### config.mk
export PLATFORM = sky130hd
export DESIGN_NAME = efpd_regs
export DESIGN_NICKNAME = d
export VERILOG_FILES = /design/src/efpd_pkg.sv /design/src/efpd_regs.sv
export SDC_FILE = /design/constraint.sdc
export NUM_CORES = 1
export LEC_CHECK = 0
export BUFFER_PORTS_ARGS = -buffer_cell sky130_fd_sc_hd__clkbuf_2
export CAP_MARGIN = 20
export CORE_MARGIN = 4
export CORE_UTILIZATION = 50
export DETAILED_ROUTE_END_ITERATION = 7
export PLACE_DENSITY_LB_ADDON = 0.3
export SLEW_MARGIN = 20
export SYNTH_ARGS = -nofsm -noshare
export SYNTH_HDL_FRONTEND = slang
export SYNTH_SLANG_ARGS = --single-unit
### constraint.sdc
create_clock -name clock -period 4.29 [get_ports clock]
set_input_delay 0.429 -clock clock [delete_from_list [all_inputs] [get_ports clock]]
set_output_delay 0.429 -clock clock [all_outputs]
set_load 0.1 [all_outputs]
### src/efpd_pkg.sv
// constants for the event flag and process data register slice
package efpd_pkg;
    localparam logic [6:0] EFPD_ADDR_WDG_CODE = 7'h2a;
    localparam logic [6:0] EFPD_ADDR_STATUS_DEF = 7'h2b;
    localparam logic [6:0] EFPD_ADDR_STATUS_CODE = 7'h2c;
    localparam logic [6:0] EFPD_ADDR_EVENT_CODE_LOW = 7'h2f;
    localparam logic [6:0] EFPD_ADDR_EVENT_FLAG = 7'h30;
    localparam logic [6:0] EFPD_ADDR_INPUT_PROCESS_DATA_PORT = 7'h35;
    localparam logic [6:0] EFPD_ADDR_PD_VALIDITY = 7'h36;
    localparam logic [6:0] EFPD_ADDR_OUTPUT_PROCESS_DATA_PORT = 7'h37;
    localparam int EFPD_BIT_EVENT_FLAG = 0;
    localparam int EFPD_BIT_WDG_ENABLE = 1;
    localparam int EFPD_BIT_PD_INVALID = 0;
    localparam int EFPD_SPI_RW_BIT = 7;
    localparam logic [7:0] EFPD_RESET_BYTE = 8'h00;
    localparam int EFPD_FIFO_DEPTH = 32;
    localparam int EFPD_PTR_W = 5;
    typedef enum logic {EFPD_SPI_ADDR, EFPD_SPI_DATA} efpd_spi_state_t;
endpackage

### src/efpd_regs.sv
// event flag, watchdog event and process data registers behind an spi slave
`timescale 1ns/1ps
// Operation
// - low event code octet is an 8-bit read/write register, reset zero.
// - watchdog expiry with enable clear leaves status code and event flag untouched.
// - watchdog expiry with enable set loads watchdog code into status code, sets flag.
// - event flag travels in the checksum/status octet of every reply.
// - event flag 1 means pending event, 0 none; resets to zero.
// - master write to the status code register clears the event flag.
// - each byte written to input data port enters input buffer unless it is full; reads return zero.
// - burst write to input data port keeps address fixed, all bytes to buffer.
// - validity bit is copied into the checksum/status octet invalid bit.
// - while invalid bit is 1 and pin routing is clear, input data bytes go to master as zero.
// - with pin routing set, input data follows the aux pin, never forced zero.
// - read-only output data port pops bytes received from master, reset zero.
// - burst read of output data port keeps address fixed, returns successive bytes.
// - event memory byte zero is default code when flag clear, status code otherwise.
// - software-written 8-bit watchdog event code is held for watchdog expiry.
module efpd_regs (
    input wire logic clock, // 20 MHz system clock
    input wire logic reset_n, // async reset, active low
    input wire logic spi_sclk, // spi clock pin, mode 0
    input wire logic spi_cs_n, // spi chip select pin, active low
    input wire logic spi_mosi, // spi data in pin
    output logic spi_miso, // spi data out pin
    output logic spi_miso_oe_n, // miso enable, low while driving
    input wire logic aux_pin_one, // aux pin level
    input wire logic pin_to_input_data_route, // route aux pin into input data
    input wire logic watchdog_expired, // watchdog expiry pulse
    input wire logic master_status_wr, // master writes status code, pulse
    input wire logic [7:0] master_status_data, // data of that write
    input wire logic input_data_pop, // link takes one input data byte, pulse
    output logic [7:0] input_process_data_byte, // byte taken by last pop
    output logic input_data_empty, // input buffer empty
    input wire logic output_data_push, // link delivers an output data byte, pulse
    input wire logic [7:0] output_process_data_byte, // byte delivered
    output logic output_data_full, // output buffer full
    output logic cks_event_flag, // checksum/status event bit
    output logic cks_pd_invalid, // checksum/status process data invalid bit
    output logic [7:0] event_memory_byte0, // answer for event memory address zero
    output logic [7:0] event_code_low_octet // low event code octet
);
    import efpd_pkg::*;

    logic rst_meta_r, rst_sync_n_r;
    always_ff @(posedge clock or negedge reset_n) begin
        if (!reset_n) begin
            rst_meta_r <= 1'b0;
            rst_sync_n_r <= 1'b0;
        end else begin
            rst_meta_r <= 1'b1;
            rst_sync_n_r <= rst_meta_r;
        end
    end

    // pins: two stages, then a third stage used only for edge detection
    logic [3:0] pin_meta_r, pin_sync_r;
    logic sclk_old_r;
    always_ff @(posedge clock or negedge rst_sync_n_r) begin
        if (!rst_sync_n_r) begin
            pin_meta_r <= 4'h1;
            pin_sync_r <= 4'h1;
            sclk_old_r <= 1'b0;
        end else begin
            pin_meta_r <= {aux_pin_one, spi_mosi, spi_sclk, spi_cs_n};
            pin_sync_r <= pin_meta_r;
            sclk_old_r <= pin_sync_r[1];
        end
    end
    logic cs_act, sclk_rise, sclk_fall, mosi_s, aux_s;
    assign cs_act = !pin_sync_r[0];
    assign sclk_rise = pin_sync_r[1] && !sclk_old_r;
    assign sclk_fall = !pin_sync_r[1] && sclk_old_r;
    assign mosi_s = pin_sync_r[2];
    assign aux_s = pin_sync_r[3];

    efpd_spi_state_t st_r, st_nxt;
    logic [2:0] bit_cnt_r, bit_cnt_nxt;
    logic [7:0] shift_r, shift_nxt, tx_r, tx_nxt;
    logic [6:0] addr_r, addr_nxt;
    logic rd_r, rd_nxt, load_pend_r, load_pend_nxt;
    logic byte_done, wr_stb, rd_load;
    logic [7:0] byte_in, rd_data;

    logic [7:0] event_low_r, event_low_nxt, wdg_code_r, wdg_code_nxt, status_def_r, status_def_nxt;
    logic [7:0] status_r, status_nxt, input_process_data_out_r, input_process_data_out_nxt;
    logic flag_r, flag_nxt, wdg_en_r, wdg_en_nxt, invalid_r, invalid_nxt;

    logic [7:0] input_process_data_mem [EFPD_FIFO_DEPTH];
    logic [7:0] output_process_data_mem [EFPD_FIFO_DEPTH];
    logic [EFPD_PTR_W:0] input_process_data_wp_r, input_process_data_rp_r, output_process_data_wp_r, output_process_data_rp_r;
    logic [EFPD_PTR_W:0] input_process_data_wp_nxt, input_process_data_rp_nxt, output_process_data_wp_nxt, output_process_data_rp_nxt;
    logic input_process_data_full, input_process_data_empty, output_process_data_full, output_process_data_empty, input_process_data_push, input_process_data_pop, output_process_data_push, output_process_data_pop;

    assign byte_in = {shift_r[6:0], mosi_s};
    assign byte_done = cs_act && sclk_rise && (bit_cnt_r == 3'h7);
    assign wr_stb = byte_done && (st_r == EFPD_SPI_DATA) && !rd_r;
    assign rd_load = cs_act && sclk_fall && load_pend_r;

    // spi framing: first byte is rw flag and address, then data bytes
    always_comb begin
        st_nxt = st_r;
        bit_cnt_nxt = bit_cnt_r;
        shift_nxt = shift_r;
        addr_nxt = addr_r;
        rd_nxt = rd_r;
        load_pend_nxt = load_pend_r;
        tx_nxt = tx_r;
        if (!cs_act) begin
            st_nxt = EFPD_SPI_ADDR;
            bit_cnt_nxt = 3'h0;
            load_pend_nxt = 1'b0;
        end else begin
            if (sclk_rise) begin
                shift_nxt = byte_in;
                bit_cnt_nxt = bit_cnt_r + 3'h1;
            end
            if (byte_done) begin
                if (st_r == EFPD_SPI_ADDR) begin
                    st_nxt = EFPD_SPI_DATA;
                    addr_nxt = byte_in[6:0];
                    rd_nxt = byte_in[EFPD_SPI_RW_BIT];
                    load_pend_nxt = byte_in[EFPD_SPI_RW_BIT];
                end else begin
                    load_pend_nxt = rd_r;
                    if (rd_r && addr_r == EFPD_ADDR_OUTPUT_PROCESS_DATA_PORT) begin
                        addr_nxt = addr_r;
                    end else if (!rd_r && addr_r == EFPD_ADDR_INPUT_PROCESS_DATA_PORT) begin
                        addr_nxt = addr_r;
                    end else begin
                        addr_nxt = addr_r + 7'h1;
                    end
                end
            end
            // data shifts out on falling edges; a pending load replaces the shift
            if (rd_load) begin
                tx_nxt = rd_data;
                load_pend_nxt = 1'b0;
            end else if (sclk_fall) begin
                tx_nxt = {tx_r[6:0], 1'b0};
            end
        end
    end

    // read mux; reading the output data port pops one byte
    always_comb begin
        if (addr_r == EFPD_ADDR_WDG_CODE) begin
            rd_data = wdg_code_r;
        end else if (addr_r == EFPD_ADDR_STATUS_DEF) begin
            rd_data = status_def_r;
        end else if (addr_r == EFPD_ADDR_STATUS_CODE) begin
            rd_data = status_r;
        end else if (addr_r == EFPD_ADDR_EVENT_CODE_LOW) begin
            rd_data = event_low_r;
        end else if (addr_r == EFPD_ADDR_EVENT_FLAG) begin
            rd_data = {6'h00, wdg_en_r, flag_r};
        end else if (addr_r == EFPD_ADDR_PD_VALIDITY) begin
            rd_data = {7'h00, invalid_r};
        end else if (addr_r == EFPD_ADDR_OUTPUT_PROCESS_DATA_PORT && !output_process_data_empty) begin
            rd_data = output_process_data_mem[output_process_data_rp_r[EFPD_PTR_W-1:0]];
        end else begin
            rd_data = EFPD_RESET_BYTE;
        end
    end

    always_comb begin
        event_low_nxt = event_low_r;
        wdg_code_nxt = wdg_code_r;
        status_def_nxt = status_def_r;
        status_nxt = status_r;
        flag_nxt = flag_r;
        wdg_en_nxt = wdg_en_r;
        invalid_nxt = invalid_r;
        if (wr_stb) begin
            if (addr_r == EFPD_ADDR_WDG_CODE) begin
                wdg_code_nxt = byte_in;
            end else if (addr_r == EFPD_ADDR_STATUS_DEF) begin
                status_def_nxt = byte_in;
            end else if (addr_r == EFPD_ADDR_STATUS_CODE) begin
                status_nxt = byte_in;
            end else if (addr_r == EFPD_ADDR_EVENT_CODE_LOW) begin
                event_low_nxt = byte_in;
            end else if (addr_r == EFPD_ADDR_EVENT_FLAG) begin
                flag_nxt = byte_in[EFPD_BIT_EVENT_FLAG];
                wdg_en_nxt = byte_in[EFPD_BIT_WDG_ENABLE];
            end else if (addr_r == EFPD_ADDR_PD_VALIDITY) begin
                invalid_nxt = byte_in[EFPD_BIT_PD_INVALID];
            end
        end
        if (master_status_wr) begin
            status_nxt = master_status_data;
            flag_nxt = 1'b0;
        end
        // expiry is applied last so its set beats any clear in the same cycle
        if (watchdog_expired && wdg_en_r) begin
            status_nxt = wdg_code_r;
            flag_nxt = 1'b1;
        end
    end

    // buffers: pushes into a full buffer are dropped, pops from empty ones return zero
    assign input_process_data_full = (input_process_data_wp_r[EFPD_PTR_W] != input_process_data_rp_r[EFPD_PTR_W]) &&
                       (input_process_data_wp_r[EFPD_PTR_W-1:0] == input_process_data_rp_r[EFPD_PTR_W-1:0]);
    assign input_process_data_empty = input_process_data_wp_r == input_process_data_rp_r;
    assign output_process_data_full = (output_process_data_wp_r[EFPD_PTR_W] != output_process_data_rp_r[EFPD_PTR_W]) &&
                        (output_process_data_wp_r[EFPD_PTR_W-1:0] == output_process_data_rp_r[EFPD_PTR_W-1:0]);
    assign output_process_data_empty = output_process_data_wp_r == output_process_data_rp_r;
    assign input_process_data_push = wr_stb && addr_r == EFPD_ADDR_INPUT_PROCESS_DATA_PORT && !input_process_data_full;
    assign input_process_data_pop = input_data_pop && !input_process_data_empty;
    assign output_process_data_push = output_data_push && !output_process_data_full;
    assign output_process_data_pop = rd_load && addr_r == EFPD_ADDR_OUTPUT_PROCESS_DATA_PORT && !output_process_data_empty;

    always_comb begin
        input_process_data_wp_nxt = input_process_data_wp_r + (EFPD_PTR_W+1)'(input_process_data_push);
        input_process_data_rp_nxt = input_process_data_rp_r + (EFPD_PTR_W+1)'(input_process_data_pop);
        output_process_data_wp_nxt = output_process_data_wp_r + (EFPD_PTR_W+1)'(output_process_data_push);
        output_process_data_rp_nxt = output_process_data_rp_r + (EFPD_PTR_W+1)'(output_process_data_pop);
        input_process_data_out_nxt = input_process_data_out_r;
        if (input_data_pop) begin
            if (pin_to_input_data_route) begin
                input_process_data_out_nxt = {7'h00, aux_s};
            end else if (invalid_r) begin
                input_process_data_out_nxt = EFPD_RESET_BYTE;
            end else if (!input_process_data_empty) begin
                input_process_data_out_nxt = input_process_data_mem[input_process_data_rp_r[EFPD_PTR_W-1:0]];
            end else begin
                input_process_data_out_nxt = EFPD_RESET_BYTE;
            end
        end
    end

    // storage arrays carry no reset so they map to plain memory
    always_ff @(posedge clock) begin
        if (input_process_data_push) begin
            input_process_data_mem[input_process_data_wp_r[EFPD_PTR_W-1:0]] <= byte_in;
        end
        if (output_process_data_push) begin
            output_process_data_mem[output_process_data_wp_r[EFPD_PTR_W-1:0]] <= output_process_data_byte;
        end
    end

    always_ff @(posedge clock or negedge rst_sync_n_r) begin
        if (!rst_sync_n_r) begin
            st_r <= EFPD_SPI_ADDR;
            bit_cnt_r <= 3'h0;
            shift_r <= EFPD_RESET_BYTE;
            tx_r <= EFPD_RESET_BYTE;
            addr_r <= 7'h00;
            rd_r <= 1'b0;
            load_pend_r <= 1'b0;
            event_low_r <= EFPD_RESET_BYTE;
            wdg_code_r <= EFPD_RESET_BYTE;
            status_def_r <= EFPD_RESET_BYTE;
            status_r <= EFPD_RESET_BYTE;
            flag_r <= 1'b0;
            wdg_en_r <= 1'b0;
            invalid_r <= 1'b0;
            input_process_data_out_r <= EFPD_RESET_BYTE;
            input_process_data_wp_r <= '0;
            input_process_data_rp_r <= '0;
            output_process_data_wp_r <= '0;
            output_process_data_rp_r <= '0;
        end else begin
            st_r <= st_nxt;
            bit_cnt_r <= bit_cnt_nxt;
            shift_r <= shift_nxt;
            tx_r <= tx_nxt;
            addr_r <= addr_nxt;
            rd_r <= rd_nxt;
            load_pend_r <= load_pend_nxt;
            event_low_r <= event_low_nxt;
            wdg_code_r <= wdg_code_nxt;
            status_def_r <= status_def_nxt;
            status_r <= status_nxt;
            flag_r <= flag_nxt;
            wdg_en_r <= wdg_en_nxt;
            invalid_r <= invalid_nxt;
            input_process_data_out_r <= input_process_data_out_nxt;
            input_process_data_wp_r <= input_process_data_wp_nxt;
            input_process_data_rp_r <= input_process_data_rp_nxt;
            output_process_data_wp_r <= output_process_data_wp_nxt;
            output_process_data_rp_r <= output_process_data_rp_nxt;
        end
    end

    assign spi_miso = tx_r[7];
    assign spi_miso_oe_n = !(cs_act && rd_r && st_r == EFPD_SPI_DATA);
    assign cks_event_flag = flag_r;
    assign cks_pd_invalid = invalid_r;
    assign event_memory_byte0 = flag_r ? status_r : status_def_r;
    assign event_code_low_octet = event_low_r;
    assign input_process_data_byte = input_process_data_out_r;
    assign input_data_empty = input_process_data_empty;
    assign output_data_full = output_process_data_full;
endmodule // efpd_regs

==> impl_metrics.csv <==
group,metric,value,unit
floorplanning,start_util,50.8,%
critical_path,cp-start-kind,"flip-flop",
cts,clk_pin_slew,70,ps
floorplanning,die_y,232,um
synth,syn_inst,1371,
cts,clock_path_buffers,3,
synth,ys_warn_count,0,
timing,maxSlewViolCount,0,
routing,wirelength,54.4,mm
synth,syn_area,25000,um2
routing,drtAntennaViolNets,0,
layout,diodes,0,
critical_path,cp.required,4530,ps
synth,yosysUniqueCellTypes,76,
floorplanning,dieArea,53700,um2
cts,cts_tree,"done",
place,gp_congestion,0.885,
timing,finalSetupViolations,0,
routing,wl_per_cell,25.3,um
power,power.leakage,9.42,nW
timing,slew_headroom,26.0,%
floorplanning,io-pin-count,57,
layout,nFillCells,3679,
layout,fin_util,56.8,%
routing,routed_via_density,6.03,
timing,hold_slack,146,ps
timing,report.final.hold_viol_count,0,
cts,cts.sinks,618,
synth,syn_area_per_cell,18.3,um2
timing,setup-tns-final,0,ps
global_routing,grt_pass1_vias,13300,
critical_path,critPathArrivalTime,3550,ps
synth,syn-num-nets,1412,
global_routing,grt_max_degree,68,
cts,cts-root-buf,"clkbuf_16",
hold_path,hold_path_class,"input pin to async pin",
place,placed_area,25900,um2
global_routing,grt_usage,20.4,%
layout,final_nets,1478,
critical_path,setup.worst_path.end_class,"flip-flop",
floorplanning,rows,81,
routing,drtIter0Drc,1331,
routing,remaining_drc_errors,0,
cts,post-cts-setup-buffers,0,
synth,synthArstFlopShare,17.2,%
flow_run,maxCapViolCount,0,
cts,ctsResizeCount,0,
global_routing,grt_pass1_wl,83.4,mm
cts,cts_made_buffers,59,
synth,netlist_top_cells_count,"edfxtp_1 (512), mux4_2 (114), nor2_1 (105), dfrtp_1 (104), mux2i_1 (50)",
routing,first_pass_iters,5,
place,portBuffers,56,
timing,fmax,0.302,GHz
outcome,status,"finished, final reports clean",
layout,design_area,28000,um2
place,dpl.hpwl,34.2,mm
timing,fin_skew,24.4,ps
timing,finalCritPeriodShare,77.1,%
power,power_density,485,nW/um2
synth,synth.top_cell.area_share,61.4,%
floorplanning,dieWidth,232,um
synth,yosysMostFrequentCell,"edfxtp_1",
global_routing,antenna_found_initial,0,
synth,synth_ff_type,"edfxtp_1",
cts,clk_latency,620,ps
synth,synth_edf_count,512,
layout,area_growth,11.9,%
timing,finalCriticalPeriod,3310,ps
global_routing,gr-total-overflow,0,
timing,worstMarginPinSlew,1110,ps
power,ir_drop,0.000368,V
critical_path,cp_max_fo,20,
critical_path,critPathKind,"flip-flop to flip-flop",
routing,vias,13000,
floorplanning,core,49300,um2
synth,synth-seq-area-share,72.0,%
cts,cts_hold_buf,5,
synth,yosys_register_bits,618,
synth,synth_top_area_cell,"edfxtp_1",
synth,synth_area_leaders,"edfxtp_1 (61%), dfrtp_1 (10%), mux4_2 (10%)",
layout,drive_gt1_share,24.2,%
cts,htreeDepth,2,
timing,rsz0062_at_grt,"no",
[cell type report]
| class | count | area (um2) | area share, % |
|---|---|---|---|
| sequential | 618 | 18000 | 64.4 |
| multi-input combinational | 669 | 6560 | 23.4 |
| clock buffer | 84 | 1700 | 6.09 |
| tap | 664 | 831 | 2.97 |
| timing repair buffer | 80 | 473 | 1.69 |
| clock inverter | 27 | 358 | 1.28 |
| inverter | 9 | 33.8 | 0.121 |
[metrics by stage]
stage / power (mW) / cells / setup WS [ps]
after floorplan: 7.76 / 1371 / 151
after global placement: 8.23 / 2035 / 1140
after detailed placement: 8.26 / 2035 / 1030
after CTS: 13.7 / 2151 / 995
after global routing: 14.0 / 2151 / 775
final: 13.6 / 2151 / 983
[power breakdown]
part / leakage, nW / internal, mW / switching, mW
clock: 1.01 / 3.25 / 2.19
combinational: 2.38 / 0.232 / 0.629
sequential: 6.03 / 7.01 / 0.269
[worst max-delay path, stage by stage, from the launching register on]
cell     delay [ps]
dfrtp_1         930
xnor2_1         150
nand3_1         160
nor3b_1          90
nor2b_1         280
nand3_1         570
nor2_1          760
[layout by cell type (no fill, tap or decap), drive strengths merged, types with 14 or more instances in the layout]
master and instances:
a221oi 20, edfxtp 512, mux2 50, o21ai 15
buf 19, mux4 114, clkinv 16, xnor2 16
a21oi 39, a22o 17, ha 14, nand3 28
clkbuf 140, mux2i 50, dfrtp 104, nand2 37
nor2 107
[metal layers]
metal	track usage, %	vias up	wire length [um]
met5	0	-	0
met4	5.19	0	1110
met3	3.82	83	3670
met2	33.3	494	26800
met1	29.0	6748	22800
li1	-	5653	-
[path summary, 6_finish.rpt]
kind                                              from                       endpoint  slack [ps]  cells past startpoint
setup / recovery           output_process_data_rp_r[3]  output_process_data_mem[3][2]         980                      6
hold reg to reg                          pin_meta_r[1]                  pin_sync_r[1]         340                      0
hold / removal                                 reset_n                   rst_sync_n_r         150                      2
setup reg to reg           output_process_data_rp_r[3]  output_process_data_mem[3][2]         980                      6
max in group asynchronous                 rst_sync_n_r                  pin_sync_r[0]        2770                      1
min in group clock             pin_to_input_data_route     input_process_data_byte[0]         150                      4
[sequential cells by signal, indices dropped and copies added, names as in the netlist, 3 cells and up]
register and flops:
pin_meta_r 4, status_r 8, output_process_data_mem 256, status_def_r 8, output_process_data_wp_r 6, bit_cnt_r 3, addr_r 7, output_process_data_rp_r 6
input_process_data_byte 8, input_process_data_rp_r 6, input_process_data_wp_r 6, input_process_data_mem 256, pin_sync_r 4, shift_r 7, event_code_low_octet 8, wdg_code_r 8
tx_r 8
[logic make-up (layout without fill, tap and decap cells)]
kind of cell	after synthesis	in the layout	synth area share, %
other	1	1	0.0150
flip-flops	618	618	72.0
buffers and inverters	84	200	1.79
adder cells (fa/ha/maj)	14	14	0.700
AO/OA/AOI/OAI	167	167	4.88
AND/OR/NAND/NOR	244	244	4.94
multiplexers	214	214	14.6
XOR/XNOR	29	29	1.01
No activity file was read; power rests on OpenSTA's default activity.
